===== config.mk =====
export PLATFORM = sky130hd
export DESIGN_NAME = fpc_host_ctrl
export DESIGN_NICKNAME = d
export VERILOG_FILES = /design/src/fpc_pkg.sv /design/src/fpc_bus_cycle.sv /design/src/fpc_host_ctrl.sv
export SDC_FILE = /design/constraint.sdc
export NUM_CORES = 1
export LEC_CHECK = 0
export BUFFER_PORTS_ARGS = -buffer_cell sky130_fd_sc_hd__buf_2
export CAP_MARGIN = 15
export CORE_UTILIZATION = 30
export CTS_CLUSTER_DIAMETER = 50
export DETAILED_ROUTE_END_ITERATION = 8
export PLACE_DENSITY = 0.46
export REMOVE_ABC_BUFFERS = 1
export SYNTH_ARGS = -nofsm -noshare
export SYNTH_HDL_FRONTEND = slang
export SYNTH_SLANG_ARGS = --single-unit

===== constraint.sdc =====
create_clock -name clk_sys_i -period 4.5 [get_ports clk_sys_i]
set_clock_uncertainty 0.15 [all_clocks]
set_input_delay 0.675 -clock clk_sys_i [delete_from_list [all_inputs] [get_ports clk_sys_i]]
set_output_delay 0.675 -clock clk_sys_i [all_outputs]
set_load 0.02 [all_outputs]

===== src/fpc_pkg.sv =====
package fpc_pkg;
	// ---------------------------------------------------------------
	// bus geometry
	// ---------------------------------------------------------------
	localparam int FPC_ADDR_W = 26;
	localparam int FPC_DATA_W = 16;
	localparam int FPC_REG_AW = 4;
	localparam int FPC_SEC_LSB = 16; // sector select from top line down to this bit

	// ---------------------------------------------------------------
	// command addresses and codes
	// ---------------------------------------------------------------
	localparam logic [25:0] FPC_A16_UNLK1 = 26'h0000555;
	localparam logic [25:0] FPC_A16_UNLK2 = 26'h00002aa;
	localparam logic [25:0] FPC_A8_UNLK1 = 26'h0000aaa;
	localparam logic [25:0] FPC_A8_UNLK2 = 26'h0000555;
	localparam logic [25:0] FPC_A_ZERO = 26'h0000000;
	localparam logic [25:0] FPC_A_LOCKWORD = 26'h0000077;
	localparam logic [25:0] FPC_A_AS_PROT = 26'h0000004;
	localparam logic [7:0] FPC_D_AA = 8'haa;
	localparam logic [7:0] FPC_D_55 = 8'h55;
	localparam logic [7:0] FPC_C_PPB = 8'hc0;
	localparam logic [7:0] FPC_C_FREEZE = 8'h50;
	localparam logic [7:0] FPC_C_DYB = 8'he0;
	localparam logic [7:0] FPC_C_LOCK = 8'h40;
	localparam logic [7:0] FPC_C_PWD = 8'h60;
	localparam logic [7:0] FPC_C_PROG = 8'ha0;
	localparam logic [7:0] FPC_C_EXIT1 = 8'h90;
	localparam logic [7:0] FPC_C_EXIT2 = 8'h00;
	localparam logic [7:0] FPC_C_ERASE = 8'h80;
	localparam logic [7:0] FPC_C_ERS_SEC = 8'h30;
	localparam logic [7:0] FPC_C_ERS_CHIP = 8'h10;
	localparam logic [7:0] FPC_C_UNL1 = 8'h25;
	localparam logic [7:0] FPC_C_UNL2 = 8'h03;
	localparam logic [7:0] FPC_C_CONFIRM = 8'h29;
	localparam logic [7:0] FPC_C_SUSPEND = 8'hb0;
	localparam logic [7:0] FPC_C_RESUME = 8'h30;
	localparam logic [7:0] FPC_C_RESET = 8'hf0;
	localparam logic [7:0] FPC_C_AUTOSEL = 8'h90;
	localparam logic [15:0] FPC_D_PROTECT = 16'h0000;
	localparam logic [15:0] FPC_D_UNPROTECT = 16'h0001;
	localparam logic [15:0] FPC_LOCK_RST = 16'hffff;
	localparam int FPC_LK_PERS = 1;
	localparam int FPC_LK_PWD = 2;

	// ---------------------------------------------------------------
	// host register map (word index)
	// ---------------------------------------------------------------
	localparam logic [3:0] FPC_R_CMD = 4'h0;
	localparam logic [3:0] FPC_R_ADDR = 4'h1;
	localparam logic [3:0] FPC_R_DATA = 4'h2;
	localparam logic [3:0] FPC_R_STAT = 4'h3;
	localparam logic [3:0] FPC_R_RDATA = 4'h4;
	localparam logic [3:0] FPC_R_PW0 = 4'h8; // passcode words at 8..b

	// ---------------------------------------------------------------
	// commands written to the command register
	// ---------------------------------------------------------------
	typedef enum logic [4:0] {
		FPC_OP_NONE = 5'h00, FPC_OP_ENT_PPB = 5'h01, FPC_OP_ENT_FRZ = 5'h02,
		FPC_OP_ENT_DYB = 5'h03, FPC_OP_ENT_LOCK = 5'h04, FPC_OP_ENT_PWD = 5'h05,
		FPC_OP_EXIT = 5'h06, FPC_OP_SETPROG = 5'h07, FPC_OP_PPB_ERASE = 5'h08,
		FPC_OP_PWD_UNLOCK = 5'h09, FPC_OP_READ = 5'h0a, FPC_OP_PWD_READ = 5'h0b,
		FPC_OP_A8_PROG = 5'h0c, FPC_OP_A8_AUTOSEL = 5'h0d, FPC_OP_A8_CHIPERS = 5'h0e,
		FPC_OP_A8_SECERS = 5'h0f, FPC_OP_SUSPEND = 5'h10, FPC_OP_RESUME = 5'h11,
		FPC_OP_RESET = 5'h12, FPC_OP_A8_BUFPROG = 5'h13, FPC_OP_BUF_WORD = 5'h14,
		FPC_OP_BUF_CONFIRM = 5'h15
	} fpc_op_t;

	localparam int FPC_SEQ_MAX = 8;
	localparam int FPC_CNT_W = 4;
	localparam int FPC_GAP_CYC = 2; // gap counter load; select stays idle 6 cycles between bus cycles

	// one flash bus cycle
	typedef struct packed {
		logic we;
		logic [25:0] addr;
		logic [15:0] data;
	} fpc_cyc_t;
endpackage


===== src/fpc_bus_cycle.sv =====
`timescale 1ns/1ps
// ---------------------------------------------------------------
// one asynchronous flash bus cycle: setup, strobe, hold
// ---------------------------------------------------------------
module fpc_bus_cycle #(
	parameter int STROBE_CYC = 4
) (
	// clock and reset
	input wire logic clk_sys_i,
	input wire logic rst_n_i,
	input wire logic ce_i,
	// request
	input wire logic start_i,
	input fpc_pkg::fpc_cyc_t cyc_i,
	output logic busy_o,
	output logic done_o,
	output logic [15:0] rdata_o,
	// flash pins
	output logic cs_n_o,
	output logic we_n_o,
	output logic oe_n_o,
	output logic [25:0] addr_o,
	output logic [15:0] dq_o,
	output logic dq_oe_o,
	input wire logic [15:0] dq_i
);
	import fpc_pkg::*;
	typedef enum logic [3:0] {
		FPC_B_IDLE = 4'b0001, FPC_B_SET = 4'b0010, FPC_B_STB = 4'b0100, FPC_B_HOLD = 4'b1000
	} fpc_bst_t;
	fpc_bst_t st_ff;
	logic [7:0] cnt_ff;
	logic we_ff;

	// phase sequencer; address and write data set with select fall, read data taken on strobe rise
	always_ff @(posedge clk_sys_i) begin
		if (!rst_n_i) begin
			st_ff <= FPC_B_IDLE;
			cnt_ff <= 8'h00;
			we_ff <= 1'b0;
			cs_n_o <= 1'b1;
			we_n_o <= 1'b1;
			oe_n_o <= 1'b1;
			addr_o <= '0;
			dq_o <= '0;
			dq_oe_o <= 1'b0;
			rdata_o <= '0;
			done_o <= 1'b0;
		end else if (ce_i) begin
			done_o <= 1'b0;
			case (st_ff)
				FPC_B_IDLE: begin
					if (start_i) begin
						addr_o <= cyc_i.addr;
						dq_o <= cyc_i.data;
						dq_oe_o <= cyc_i.we;
						we_ff <= cyc_i.we;
						cs_n_o <= 1'b0;
						st_ff <= FPC_B_SET;
					end
				end
				FPC_B_SET: begin
					we_n_o <= ~we_ff;
					oe_n_o <= we_ff;
					cnt_ff <= 8'(STROBE_CYC);
					st_ff <= FPC_B_STB;
				end
				FPC_B_STB: begin
					if (cnt_ff == 8'h01) begin
						if (!we_ff)
							rdata_o <= dq_i;
						we_n_o <= 1'b1;
						oe_n_o <= 1'b1;
						st_ff <= FPC_B_HOLD;
					end else
						cnt_ff <= cnt_ff - 8'h01;
				end
				FPC_B_HOLD: begin
					cs_n_o <= 1'b1;
					dq_oe_o <= 1'b0;
					done_o <= 1'b1;
					st_ff <= FPC_B_IDLE;
				end
				default: st_ff <= FPC_B_IDLE;
			endcase
		end
	end

	assign busy_o = (st_ff != FPC_B_IDLE);
endmodule // fpc_bus_cycle


===== src/fpc_host_ctrl.sv =====
`timescale 1ns/1ps
module fpc_host_ctrl #(
	parameter int STROBE_CYC = 4
) (
	// clock, reset, enable
	input wire logic clk_sys_i,
	input wire logic rst_n_i,
	input wire logic ce_i,
	// register port
	input wire logic [fpc_pkg::FPC_REG_AW-1:0] reg_addr_i,
	input wire logic [31:0] reg_wdata_i,
	input wire logic reg_wr_i,
	input wire logic reg_rd_i,
	output logic [31:0] reg_rdata_o,
	// flash pins
	output logic flash_cs_n_o,
	output logic flash_we_n_o,
	output logic flash_oe_n_o,
	output logic [fpc_pkg::FPC_ADDR_W-1:0] flash_addr_o,
	output logic [fpc_pkg::FPC_DATA_W-1:0] flash_dq_o,
	output logic flash_dq_oe_o,
	input wire logic [fpc_pkg::FPC_DATA_W-1:0] flash_dq_i
);
	import fpc_pkg::*;

	// ---------------------------------------------------------------
	// state
	// ---------------------------------------------------------------
	typedef enum logic [3:0] {
		FPC_S_IDLE = 4'b0001, FPC_S_ISSUE = 4'b0010, FPC_S_WAIT = 4'b0100,
		FPC_S_GAP = 4'b1000
	} fpc_st_t;
	fpc_st_t st_ff;
	logic [4:0] op_ff;
	logic [25:0] addr_ff;
	logic [15:0] data_ff;
	logic [15:0] pw_ff [4];
	logic [15:0] rdata_ff;
	logic [15:0] rd_hist_ff [4];
	logic [3:0] idx_ff;
	logic [3:0] len_ff;
	logic [1:0] gap_ff;
	logic err_ff;
	logic start;
	logic busy;
	logic done;
	logic [15:0] brd;
	fpc_cyc_t cur;
	logic [3:0] nxt_len;
	// state map in brief:
	// idle    waits for a command write; ADDR, DATA and passcode writes land here only
	// issue   loads the cycle count of the op and fires one bus cycle
	// wait    holds until the pin driver reports the cycle finished
	// gap     leaves the bus idle between cycles, then steps or returns to idle

	// ---------------------------------------------------------------
	// sector address: only top line down to A16 kept, low bits cleared
	// ---------------------------------------------------------------
	logic [25:0] sec_addr;
	assign sec_addr = {addr_ff[FPC_ADDR_W-1:FPC_SEC_LSB], 16'h0000};

	function automatic fpc_cyc_t wr(input logic [25:0] a, input logic [15:0] d);
		wr = '{we: 1'b1, addr: a, data: d};
	endfunction
	function automatic fpc_cyc_t rd(input logic [25:0] a);
		rd = '{we: 1'b0, addr: a, data: 16'h0000};
	endfunction
	// command byte on low lane, upper byte zero as don't care
	function automatic logic [15:0] cb(input logic [7:0] c);
		cb = {8'h00, c};
	endfunction

	// ---------------------------------------------------------------
	// sequence table: cycle idx of the current operation
	// ---------------------------------------------------------------
	always_comb begin
		cur = wr(FPC_A_ZERO, 16'h0000);
		nxt_len = 4'h1;
		case (op_ff)
			FPC_OP_ENT_PPB, FPC_OP_ENT_FRZ, FPC_OP_ENT_DYB,
			FPC_OP_ENT_LOCK, FPC_OP_ENT_PWD: begin
				nxt_len = 4'h3;
				case (idx_ff)
					4'h0: cur = wr(FPC_A16_UNLK1, cb(FPC_D_AA));
					4'h1: cur = wr(FPC_A16_UNLK2, cb(FPC_D_55));
					default: begin
						case (op_ff)
							FPC_OP_ENT_PPB: cur = wr(FPC_A16_UNLK1, cb(FPC_C_PPB));
							FPC_OP_ENT_FRZ: cur = wr(FPC_A16_UNLK1, cb(FPC_C_FREEZE));
							FPC_OP_ENT_DYB: cur = wr(FPC_A16_UNLK1, cb(FPC_C_DYB));
							FPC_OP_ENT_LOCK: cur = wr(FPC_A16_UNLK1, cb(FPC_C_LOCK));
							default: cur = wr(FPC_A16_UNLK1, cb(FPC_C_PWD));
						endcase
					end
				endcase
			end
			FPC_OP_EXIT: begin
				nxt_len = 4'h2;
				cur = (idx_ff == 4'h0) ? wr(addr_ff, cb(FPC_C_EXIT1)) :
					wr(addr_ff, cb(FPC_C_EXIT2));
			end
			FPC_OP_SETPROG: begin
				// lock word, passcode word, guard bits and freeze all use A0 then data
				nxt_len = 4'h2;
				cur = (idx_ff == 4'h0) ? wr(addr_ff, cb(FPC_C_PROG)) :
					wr(addr_ff, data_ff);
			end
			FPC_OP_PPB_ERASE: begin
				nxt_len = 4'h2;
				cur = (idx_ff == 4'h0) ? wr(FPC_A_ZERO, cb(FPC_C_ERASE)) :
					wr(FPC_A_ZERO, cb(FPC_C_ERS_SEC));
			end
			FPC_OP_PWD_UNLOCK: begin
				nxt_len = 4'h7;
				case (idx_ff)
					4'h0: cur = wr(FPC_A_ZERO, cb(FPC_C_UNL1));
					4'h1: cur = wr(FPC_A_ZERO, cb(FPC_C_UNL2));
					4'h6: cur = wr(FPC_A_ZERO, cb(FPC_C_CONFIRM));
					default: cur = wr(26'(idx_ff - 4'h2), pw_ff[2'(idx_ff - 4'h2)]);
				endcase
			end
			FPC_OP_READ: cur = rd(addr_ff);
			FPC_OP_PWD_READ: begin
				nxt_len = 4'h4;
				cur = rd(26'(idx_ff));
			end
			FPC_OP_A8_PROG, FPC_OP_A8_AUTOSEL, FPC_OP_A8_BUFPROG: begin
				nxt_len = (op_ff == FPC_OP_A8_PROG) ? 4'h4 :
					(op_ff == FPC_OP_A8_BUFPROG) ? 4'h4 : 4'h3;
				case (idx_ff)
					4'h0: cur = wr(FPC_A8_UNLK1, cb(FPC_D_AA));
					4'h1: cur = wr(FPC_A8_UNLK2, cb(FPC_D_55));
					4'h2: begin
						case (op_ff)
							FPC_OP_A8_PROG: cur = wr(FPC_A8_UNLK1, cb(FPC_C_PROG));
							FPC_OP_A8_AUTOSEL: cur = wr(FPC_A8_UNLK1, cb(FPC_C_AUTOSEL));
							default: cur = wr(sec_addr, cb(FPC_C_UNL1));
						endcase
					end
					default: begin
						if (op_ff == FPC_OP_A8_PROG)
							cur = wr(addr_ff, data_ff);
						else
							cur = wr(sec_addr, data_ff);
					end
				endcase
			end
			FPC_OP_BUF_WORD: cur = wr(addr_ff, data_ff);
			FPC_OP_BUF_CONFIRM: cur = wr(sec_addr, cb(FPC_C_CONFIRM));
			FPC_OP_A8_CHIPERS, FPC_OP_A8_SECERS: begin
				nxt_len = 4'h6;
				case (idx_ff)
					4'h0, 4'h3: cur = wr(FPC_A8_UNLK1, cb(FPC_D_AA));
					4'h1, 4'h4: cur = wr(FPC_A8_UNLK2, cb(FPC_D_55));
					4'h2: cur = wr(FPC_A8_UNLK1, cb(FPC_C_ERASE));
					default: cur = (op_ff == FPC_OP_A8_CHIPERS) ?
						wr(FPC_A8_UNLK1, cb(FPC_C_ERS_CHIP)) :
						wr(sec_addr, cb(FPC_C_ERS_SEC));
				endcase
			end
			FPC_OP_SUSPEND: cur = wr(addr_ff, cb(FPC_C_SUSPEND));
			FPC_OP_RESUME: cur = wr(addr_ff, cb(FPC_C_RESUME));
			FPC_OP_RESET: cur = wr(addr_ff, cb(FPC_C_RESET));
			default: cur = wr(FPC_A_ZERO, 16'h0000);
		endcase
	end

	// ---------------------------------------------------------------
	// command check: refuse a lock word with both mode bits programmed
	// ---------------------------------------------------------------
	// a program of the lock word that clears both mode lock bits at once
	// would be thrown away by the part and drop it back to array read,
	// leaving the command set half open; the controller never sends it
	// and raises the error flag instead, so software sees the refusal
	// the error flag clears on the next accepted command
	logic bad_lock;
	assign bad_lock = (reg_wdata_i[4:0] == 5'(FPC_OP_SETPROG)) &&
		(reg_addr_i == FPC_R_CMD) && !data_ff[FPC_LK_PERS] && !data_ff[FPC_LK_PWD] &&
		(addr_ff[7:0] == FPC_A_LOCKWORD[7:0]);

	// ---------------------------------------------------------------
	// sequencer
	// ---------------------------------------------------------------
	// one command becomes a fixed run of bus cycles taken from the table
	// above; the index walks the run and the gap keeps the strobes apart
	// commands that arrive while a run is in flight are ignored, so
	// software polls the busy bit before it writes the next one
	// the part has no ready line here: embedded algorithm time is left
	// to software, which must poll the part before the next program
	always_ff @(posedge clk_sys_i) begin
		if (!rst_n_i) begin
			st_ff <= FPC_S_IDLE;
			op_ff <= 5'(FPC_OP_NONE);
			idx_ff <= 4'h0;
			len_ff <= 4'h1;
			gap_ff <= 2'h0;
			err_ff <= 1'b0;
			start <= 1'b0;
		end else if (ce_i) begin
			start <= 1'b0;
			case (st_ff)
				FPC_S_IDLE: begin
					if (reg_wr_i && reg_addr_i == FPC_R_CMD) begin
						if (bad_lock)
							err_ff <= 1'b1;
						else if (reg_wdata_i[4:0] != 5'(FPC_OP_NONE)) begin
							err_ff <= 1'b0;
							op_ff <= reg_wdata_i[4:0];
							idx_ff <= 4'h0;
							st_ff <= FPC_S_ISSUE;
						end
					end
				end
				FPC_S_ISSUE: begin
					// fire only once the pin driver has gone back to idle
					if (!busy) begin
						len_ff <= nxt_len;
						start <= 1'b1;
						st_ff <= FPC_S_WAIT;
					end
				end
				FPC_S_WAIT: begin
					if (done) begin
						gap_ff <= 2'(FPC_GAP_CYC);
						st_ff <= FPC_S_GAP;
					end
				end
				FPC_S_GAP: begin
					if (gap_ff != 2'h0)
						gap_ff <= gap_ff - 2'h1;
					else if (idx_ff + 4'h1 >= len_ff) begin
						op_ff <= 5'(FPC_OP_NONE);
						st_ff <= FPC_S_IDLE;
					end else begin
						idx_ff <= idx_ff + 4'h1;
						st_ff <= FPC_S_ISSUE;
					end
				end
				default: st_ff <= FPC_S_IDLE;
			endcase
		end
	end

	// ---------------------------------------------------------------
	// software registers and read capture
	// ---------------------------------------------------------------
	// ADDR, DATA and the passcode words are frozen while a run is busy,
	// so the table never sees a half-updated operand in mid sequence
	// a single read lands in RDATA; a passcode read fills the read side
	// of the passcode slots, one word per bus cycle
	always_ff @(posedge clk_sys_i) begin
		if (!rst_n_i) begin
			addr_ff <= '0;
			data_ff <= '0;
			rdata_ff <= FPC_LOCK_RST;
			for (int i = 0; i < 4; i++) begin
				pw_ff[i] <= '0;
				rd_hist_ff[i] <= '0;
			end
		end else if (ce_i) begin
			if (reg_wr_i && st_ff == FPC_S_IDLE) begin
				case (reg_addr_i)
					FPC_R_ADDR: addr_ff <= reg_wdata_i[25:0];
					FPC_R_DATA: data_ff <= reg_wdata_i[15:0];
					default: begin
						if (reg_addr_i[3:2] == FPC_R_PW0[3:2])
							pw_ff[reg_addr_i[1:0]] <= reg_wdata_i[15:0];
					end
				endcase
			end
			if (done && op_ff == 5'(FPC_OP_READ))
				rdata_ff <= brd;
			if (done && op_ff == 5'(FPC_OP_PWD_READ))
				rd_hist_ff[idx_ff[1:0]] <= brd;
		end
	end

	// read data one cycle after the strobe
	always_ff @(posedge clk_sys_i) begin
		if (!rst_n_i)
			reg_rdata_o <= '0;
		else if (ce_i) begin
			reg_rdata_o <= '0;
			if (reg_rd_i) begin
				case (reg_addr_i)
					FPC_R_CMD: reg_rdata_o <= {27'h0, op_ff};
					FPC_R_ADDR: reg_rdata_o <= {6'h00, addr_ff};
					FPC_R_DATA: reg_rdata_o <= {16'h0000, data_ff};
					FPC_R_STAT: reg_rdata_o <= {30'h0, err_ff, st_ff != FPC_S_IDLE};
					FPC_R_RDATA: reg_rdata_o <= {16'h0000, rdata_ff};
					default: begin
						if (reg_addr_i[3:2] == FPC_R_PW0[3:2])
							reg_rdata_o <= {16'h0000, rd_hist_ff[reg_addr_i[1:0]]};
					end
				endcase
			end
		end
	end

	// ---------------------------------------------------------------
	// pin driver
	// ---------------------------------------------------------------
	// every pin comes from a flop inside the cycle module, so the part
	// sees clean select, strobe, address and data edges
	fpc_bus_cycle #(
		.STROBE_CYC(STROBE_CYC)
	) u_cyc (
		.clk_sys_i(clk_sys_i),
		.rst_n_i(rst_n_i),
		.ce_i(ce_i),
		.start_i(start),
		.cyc_i(cur),
		.busy_o(busy),
		.done_o(done),
		.rdata_o(brd),
		.cs_n_o(flash_cs_n_o),
		.we_n_o(flash_we_n_o),
		.oe_n_o(flash_oe_n_o),
		.addr_o(flash_addr_o),
		.dq_o(flash_dq_o),
		.dq_oe_o(flash_dq_oe_o),
		.dq_i(flash_dq_i)
	);
endmodule // fpc_host_ctrl


; ---- Word-level counts from Yosys, hierarchy flattened
; Memories as Yosys holds them, arrays and structs flattened.
; Cells that the tools add are included.
[word_totals]
regBits = 187
mem_bits_rw = 128
inputBits = 57
out_inout_bits = 78
elab_cells = 206
memories = 2
[mem_list]
columns = memory, depth, word_bits, read_ports, rd_ports_with_merged_regs, write_ports, line_no
row1 = pw_ff, 4, 16, 1, 0, 4, fpc_host_ctrl.sv:37  ; logic [15:0] pw_ff [4];
row2 = rd_hist_ff, 4, 16, 1, 0, 4, fpc_host_ctrl.sv:39  ; logic [15:0] rd_hist_ff [4];
[classes]
add_sub_neg = 5
n_lt_le_gt_ge = 1
n_eq_ne = 56
n_mux = 75
bitwise = 2
n_reduce_logical = 43
[op_table]
columns = cell, n
row1 = 43-bit one-hot mux with 14 select lines, 1
row2 = 42-bit one-hot mux with 3 select lines, 3
row3 = 26-bit one-hot mux with 5 select lines, 1
row4 = 42-bit one-hot mux with 2 select lines, 1
row5 = 16-bit two-way mux, 4
row6 = 27-bit one-hot mux with 2 select lines, 1
row7 = 4-bit two-way mux, 13
row8 = 42-bit two-way mux, 1
row9 = "5-bit by 4-bit equality test with 1-bit output, second input constant", 8
row10 = 32-bit two-way mux, 1
row11 = 8-bit one-hot mux with 4 select lines, 1
row12 = 16-bit OR reduction, 2
row13 = "5-bit equality test, second input constant", 6
row14 = 26-bit two-way mux, 1
row15 = "5-bit by 3-bit equality test with 1-bit output, second input constant", 5
row16 = 5-bit two-way mux, 5
row17 = "4-bit by 2-bit equality test with 1-bit output, second input constant", 6
row18 = 8-bit two-way mux, 3
row19 = 3-bit AND reduction, 8
row20 = 1-bit two-way mux, 21
row21 = 7-bit AND reduction, 3
row22 = "4-bit by 3-bit equality test with 1-bit output, second input constant", 5
row23 = "2-bit != test, second input constant", 10
row24 = 3-bit one-hot mux with 6 select lines, 1
row25 = other kinds (35), 71

; ---- Logic depth before layout (Yosys ltp)
[depth]
depth_word = 9
depth_mapped = 13
mapped_depth_nobuf = 8

; ---- By module
; A second synthesis with hierarchy kept.
[hier_totals]
cells_unflattened = 1537
area_unflattened_um2 = 14914.3
[modules_own_cells]
columns = module, n_inst, cells_per_inst, area_per_inst_um2, seq_area_each_um2
row1 = fpc_host_ctrl, 1, 1172, 11950.2, 5925.7
row2 = fpc_bus_cycle, 1, 365, 2964.1, 1521.5

; ---- Least setup slack after synthesis
; Ideal clock, no wire load.
[synth_timing]
path_type = flip-flop to flip-flop
start = register idx_ff[1]
end = register idx_ff[0]
setup_ps = 70
t_arrival_ps = 3154
required_time_ps = 4280
setup_slack_ps = 1125
stages_incl_launch_ff = 12
n_path_buf = 3
period_less_slack_ps = 3375
cell_sequence = dfxtp_1 -> clkbuf_1 -> clkbuf_1 -> clkbuf_1 -> inv_1 -> ha_1 -> ha_1 -> a21o_1 -> a211oi_1 -> a21oi_1 -> or4_1 -> a21oi_1
[synth_via]
elab_chain_len = 4
[synth_rtl]
columns = item, line_no
row1 = "start, declared", fpc_host_ctrl.sv:40  ; logic [3:0] idx_ff;
row2 = "start signal, assigned", fpc_host_ctrl.sv:235  ; idx_ff <= idx_ff + 4'h1;
row3 = 4-bit by 1-bit adder with 4-bit output, fpc_host_ctrl.sv:231  ; else if (idx_ff + 4'h1 >= len_ff) begin
row4 = 4-bit greater-or-equal comparator, fpc_host_ctrl.sv:231
row5 = 2-bit != test (no source line), --
row6 = 7-bit AND reduction (no source line), --
; Every way passes these cells.
; A chain may end at the register's enable or synchronous reset.

; ---- Final worst setup path
[layout_timing]
start = register idx_ff[1]
end = register u_cyc.addr_o[2]
[layout_via]
elab_chain_len = 4
word_cells_on_any_way = 14
classes_between = add/sub (1) / eq/ne (5) / mux (5) / reduce/logical (3)
[layout_rtl]
columns = item, line_no
row1 = branches (longest 3 deep; another with 4-bit by 2-bit subtractor with 5-bit output), --
row2 = 43-bit one-hot mux with 14 select lines *, fpc_host_ctrl.sv:79  ; case (op_ff)
row3 = "end signal, assigned", fpc_bus_cycle.sv:54  ; addr_o <= cyc_i.addr;
row4 = "end, declared", fpc_bus_cycle.sv:22  ; output logic [25:0] addr_o,
; Mark *: on every way between the ends.

==> results by group <==
Status
  • Status: finished clean

Worst setup path
  • Setup crit start kind: register
  • FF-to-FF End: u_cyc.addr_o[2]
  • Worst-path fanout max: 10
  • Crit Path Class: reg2reg
  • Flop2flop setup slack: 1200 ps
  • Critical path arrival: 3560 ps
  • Reg2reg path depth: 7
  • CP Capture Type: register
  • Slowest cell on crit path: a2111oi_0
  • CP peak stage delay: 750 ps
  • Req. time, crit path: 4770 ps
  • Reg2reg start: idx_ff[1]
  • Crit-path cells: inv_1, ha_1, or3b_1, o2111a_1, a221o_1, a2111oi_0, o21ai_0

Route
  • Routed Antenna Nets: 0
  • Initial DRC Count: 847
  • Total number of vias: 11600
  • Post-Route WL: 46800 um
  • Drt via density: 5.23
  • DRC: 0
  • Drt wl/cell: 21.0 um
  • DRT Pass-1 Iters: 5

Finish
  • Final core utilization: 36.2%
  • Final nets: 1646
  • FILL cells: 4877
  • Share of cells above drive strength 1: 18.6%
  • Antenna diodes: 0
  • Finished Layout Cells: 2226
  • Layout area overhead: 18.8%
  • Post-route cell area: 17300 um2

Clock tree
  • CTS tree: done
  • Htree depth: 2
  • Post CTS Setup Buffer Count: 0
  • CTS Root Cell: clkbuf_16
  • Reg clk slew, reported paths: 60 ps
  • Clk buf depth: 3
  • Clk Latency, worst-skew pair: 570 ps
  • Post-CTS Hold Buffers: 0
  • Cts repair resizes: 0
  • Cts bufs inserted: 43
  • Clock sinks: 308

Pwr
  • Overall power: 6900 uW
  • Leakage: 0.00652 uW
  • Worst vdd ir: 295 uV
  • PwrDens: 399 nW/um2

STA
  • Fin. Hold Viols: 0
  • Minimum clock period: 3300 ps
  • Slew Viols, Final: 0
  • Fmax: 0.303 GHz
  • Setup violators final: 0
  • Max_slew headroom: 32.4%
  • Slew @ Worst Pin: 1010 ps
  • TNS Setup: 0 ps
  • RSZ-0062 raised after global routing: false
  • Crit share post-route: 73.3%

Yosys
  • Mapped Cells: 1474
  • Post-synthesis sequential area ratio: 51.1%
  • Top-count cell post-synth: nand2_1
  • Async SR Flop Fraction: 0%
  • Post-synth EDFFs: 128
  • Mapped cell area: 14600 um2
  • Post-synth top area share: 26.4%
  • Ys flop type: dfxtp_1
  • FF+latch count, synth: 308
  • Top cells by count, synth: nand2_1, dfxtp_1, a21oi_1
  • Ys Warns: 0
  • Synth cell types: 80
  • Avg Cell Area, Syn: 9.89 um2
  • Cell accounting for the most synthesized area: edfxtp_1
  • Top cells by area, synth: edfxtp_1, dfxtp_1, mux4_2

Place
  • Port buffer count: 122
  • Routability cong.: 0.921
  • Dpl cell area: 15800 um2
  • HPWL after detailed placement: 32000 um
  • Inst Count DP: 2146

Hold path
  • HP Class: in2reg
  • WHS Endpoint: u_cyc.rdata_o[11]
  • Hold_sp: flash_dq_i[11]
  • Hold depth: 3

GRT
  • Grt total ovfl: 0
  • First-pass GRT wire length: 71700 um
  • Tot GR Track Use: 18.9%
  • Initial antenna violation count: 0
  • Vias in the first global route: 11400
  • Largest net degree at the start of global routing: 52

Die
  • Area of the die: 49500 um2
  • Die height: 222 um
  • Row cnt: 80
  • Initial Util: 30.5%
  • Die W: 222 um
  • CORE AREA: 47800 um2
  • Top Ports: 135

Run
  • Max Cap Violations: 0
critical path: cells and delay by family (launching register included):
family                     cells  cell delay, ps
buffers and inverters          1             170
AOI/OAI and AO/OA              4            1580
DFF                            1             310
and+or+nand+nor                1             580
adders and majority gates      1             370
worst max path at each step:
| stage | start | end | cells after the start |
|---|---|---|---|
| floorplan | idx_ff[0] | idx_ff[0] | 8 |
| global placement | reg_addr_i[1] | reg_rdata_o[0] | 7 |
| detailed placement | reg_addr_i[1] | reg_rdata_o[0] | 7 |
| CTS | op_ff[2] | u_cyc.addr_o[18] | 5 |
| global route | op_ff[2] | u_cyc.addr_o[24] | 5 |
| finish | idx_ff[1] | u_cyc.addr_o[2] | 7 |
registers in the layout, indices dropped and copies added (netlist names), 5 cells and up:
signal         count
addr_ff           26
data_ff           16
op_ff              5
pw_ff             64
rd_hist_ff        64
rdata_ff          16
reg_rdata_o       26
u_cyc.addr_o      26
u_cyc.cnt_ff       8
u_cyc.dq_o        16
u_cyc.rdata_o     16
placed cells by master, fill, tap and decap left out, drive strengths merged, types with 7 or more instances in the layout:
cell and count:
and2 97, a311oi 11, clkbuf 55, a211oi 8
nor2b 33, edfxtp 128, nand2b 20, a221oi 8
nand3 50, o21ai 77, a22oi 21, nor3b 8
clkinv 13, mux4 34, nor4 7, mux2i 31
inv 26, and3 37, nand4 7, buf 167
dfxtp 180, a21oi 137, nor3 20, or3 9
nor2 95, a221o 16, ha 13, nand2 196
cells by family (layout without fill, tap and decap cells):
family,after synthesis,after routing,synth area share (%)
fa+ha+maj,14,14,1.18
xor+xnor,7,7,0.421
mux,65,65,7.38
buf+inv,133,265,3.89
simple gates,609,609,21.4
compound gates,337,337,14.6
other cells,1,6,0.0257
flops,308,308,51.1
routing by layer:
metal	share of wire (%)	up-vias	GRT usage [%]
li1	-	5551	-
met1	45	5740	25.5
met2	48	296	31.4
met3	4.8	58	3.08
met4	1.7	0	4.96
met5	0	-	0
area by class of cell:
class                   count  area, um2  area share [%]
inverters                  18       68.8           0.398
clock buffers              55       1220            7.08
multi-input cells        1038       6610            38.2
repair buffers            167        948            5.48
clock inverters            25        240            1.39
flip-flops and latches    308       7450            43.0
well taps                 615        769            4.45
metrics by stage:
step	hold WS (ps)	setup slack [ps]
detailed placement	288	1140
finish	187	1200
global placement	286	1170
floorplan	281	1180
CTS	158	1190
global route	179	1020
power breakdown:
part | total, uW | internal [uW] | switching (uW)
clock | 3440 | 2080 | 1360
sequential | 3010 | 2970 | 44.5
combinational | 449 | 151 | 298
(Power assumes the default switching activity.)
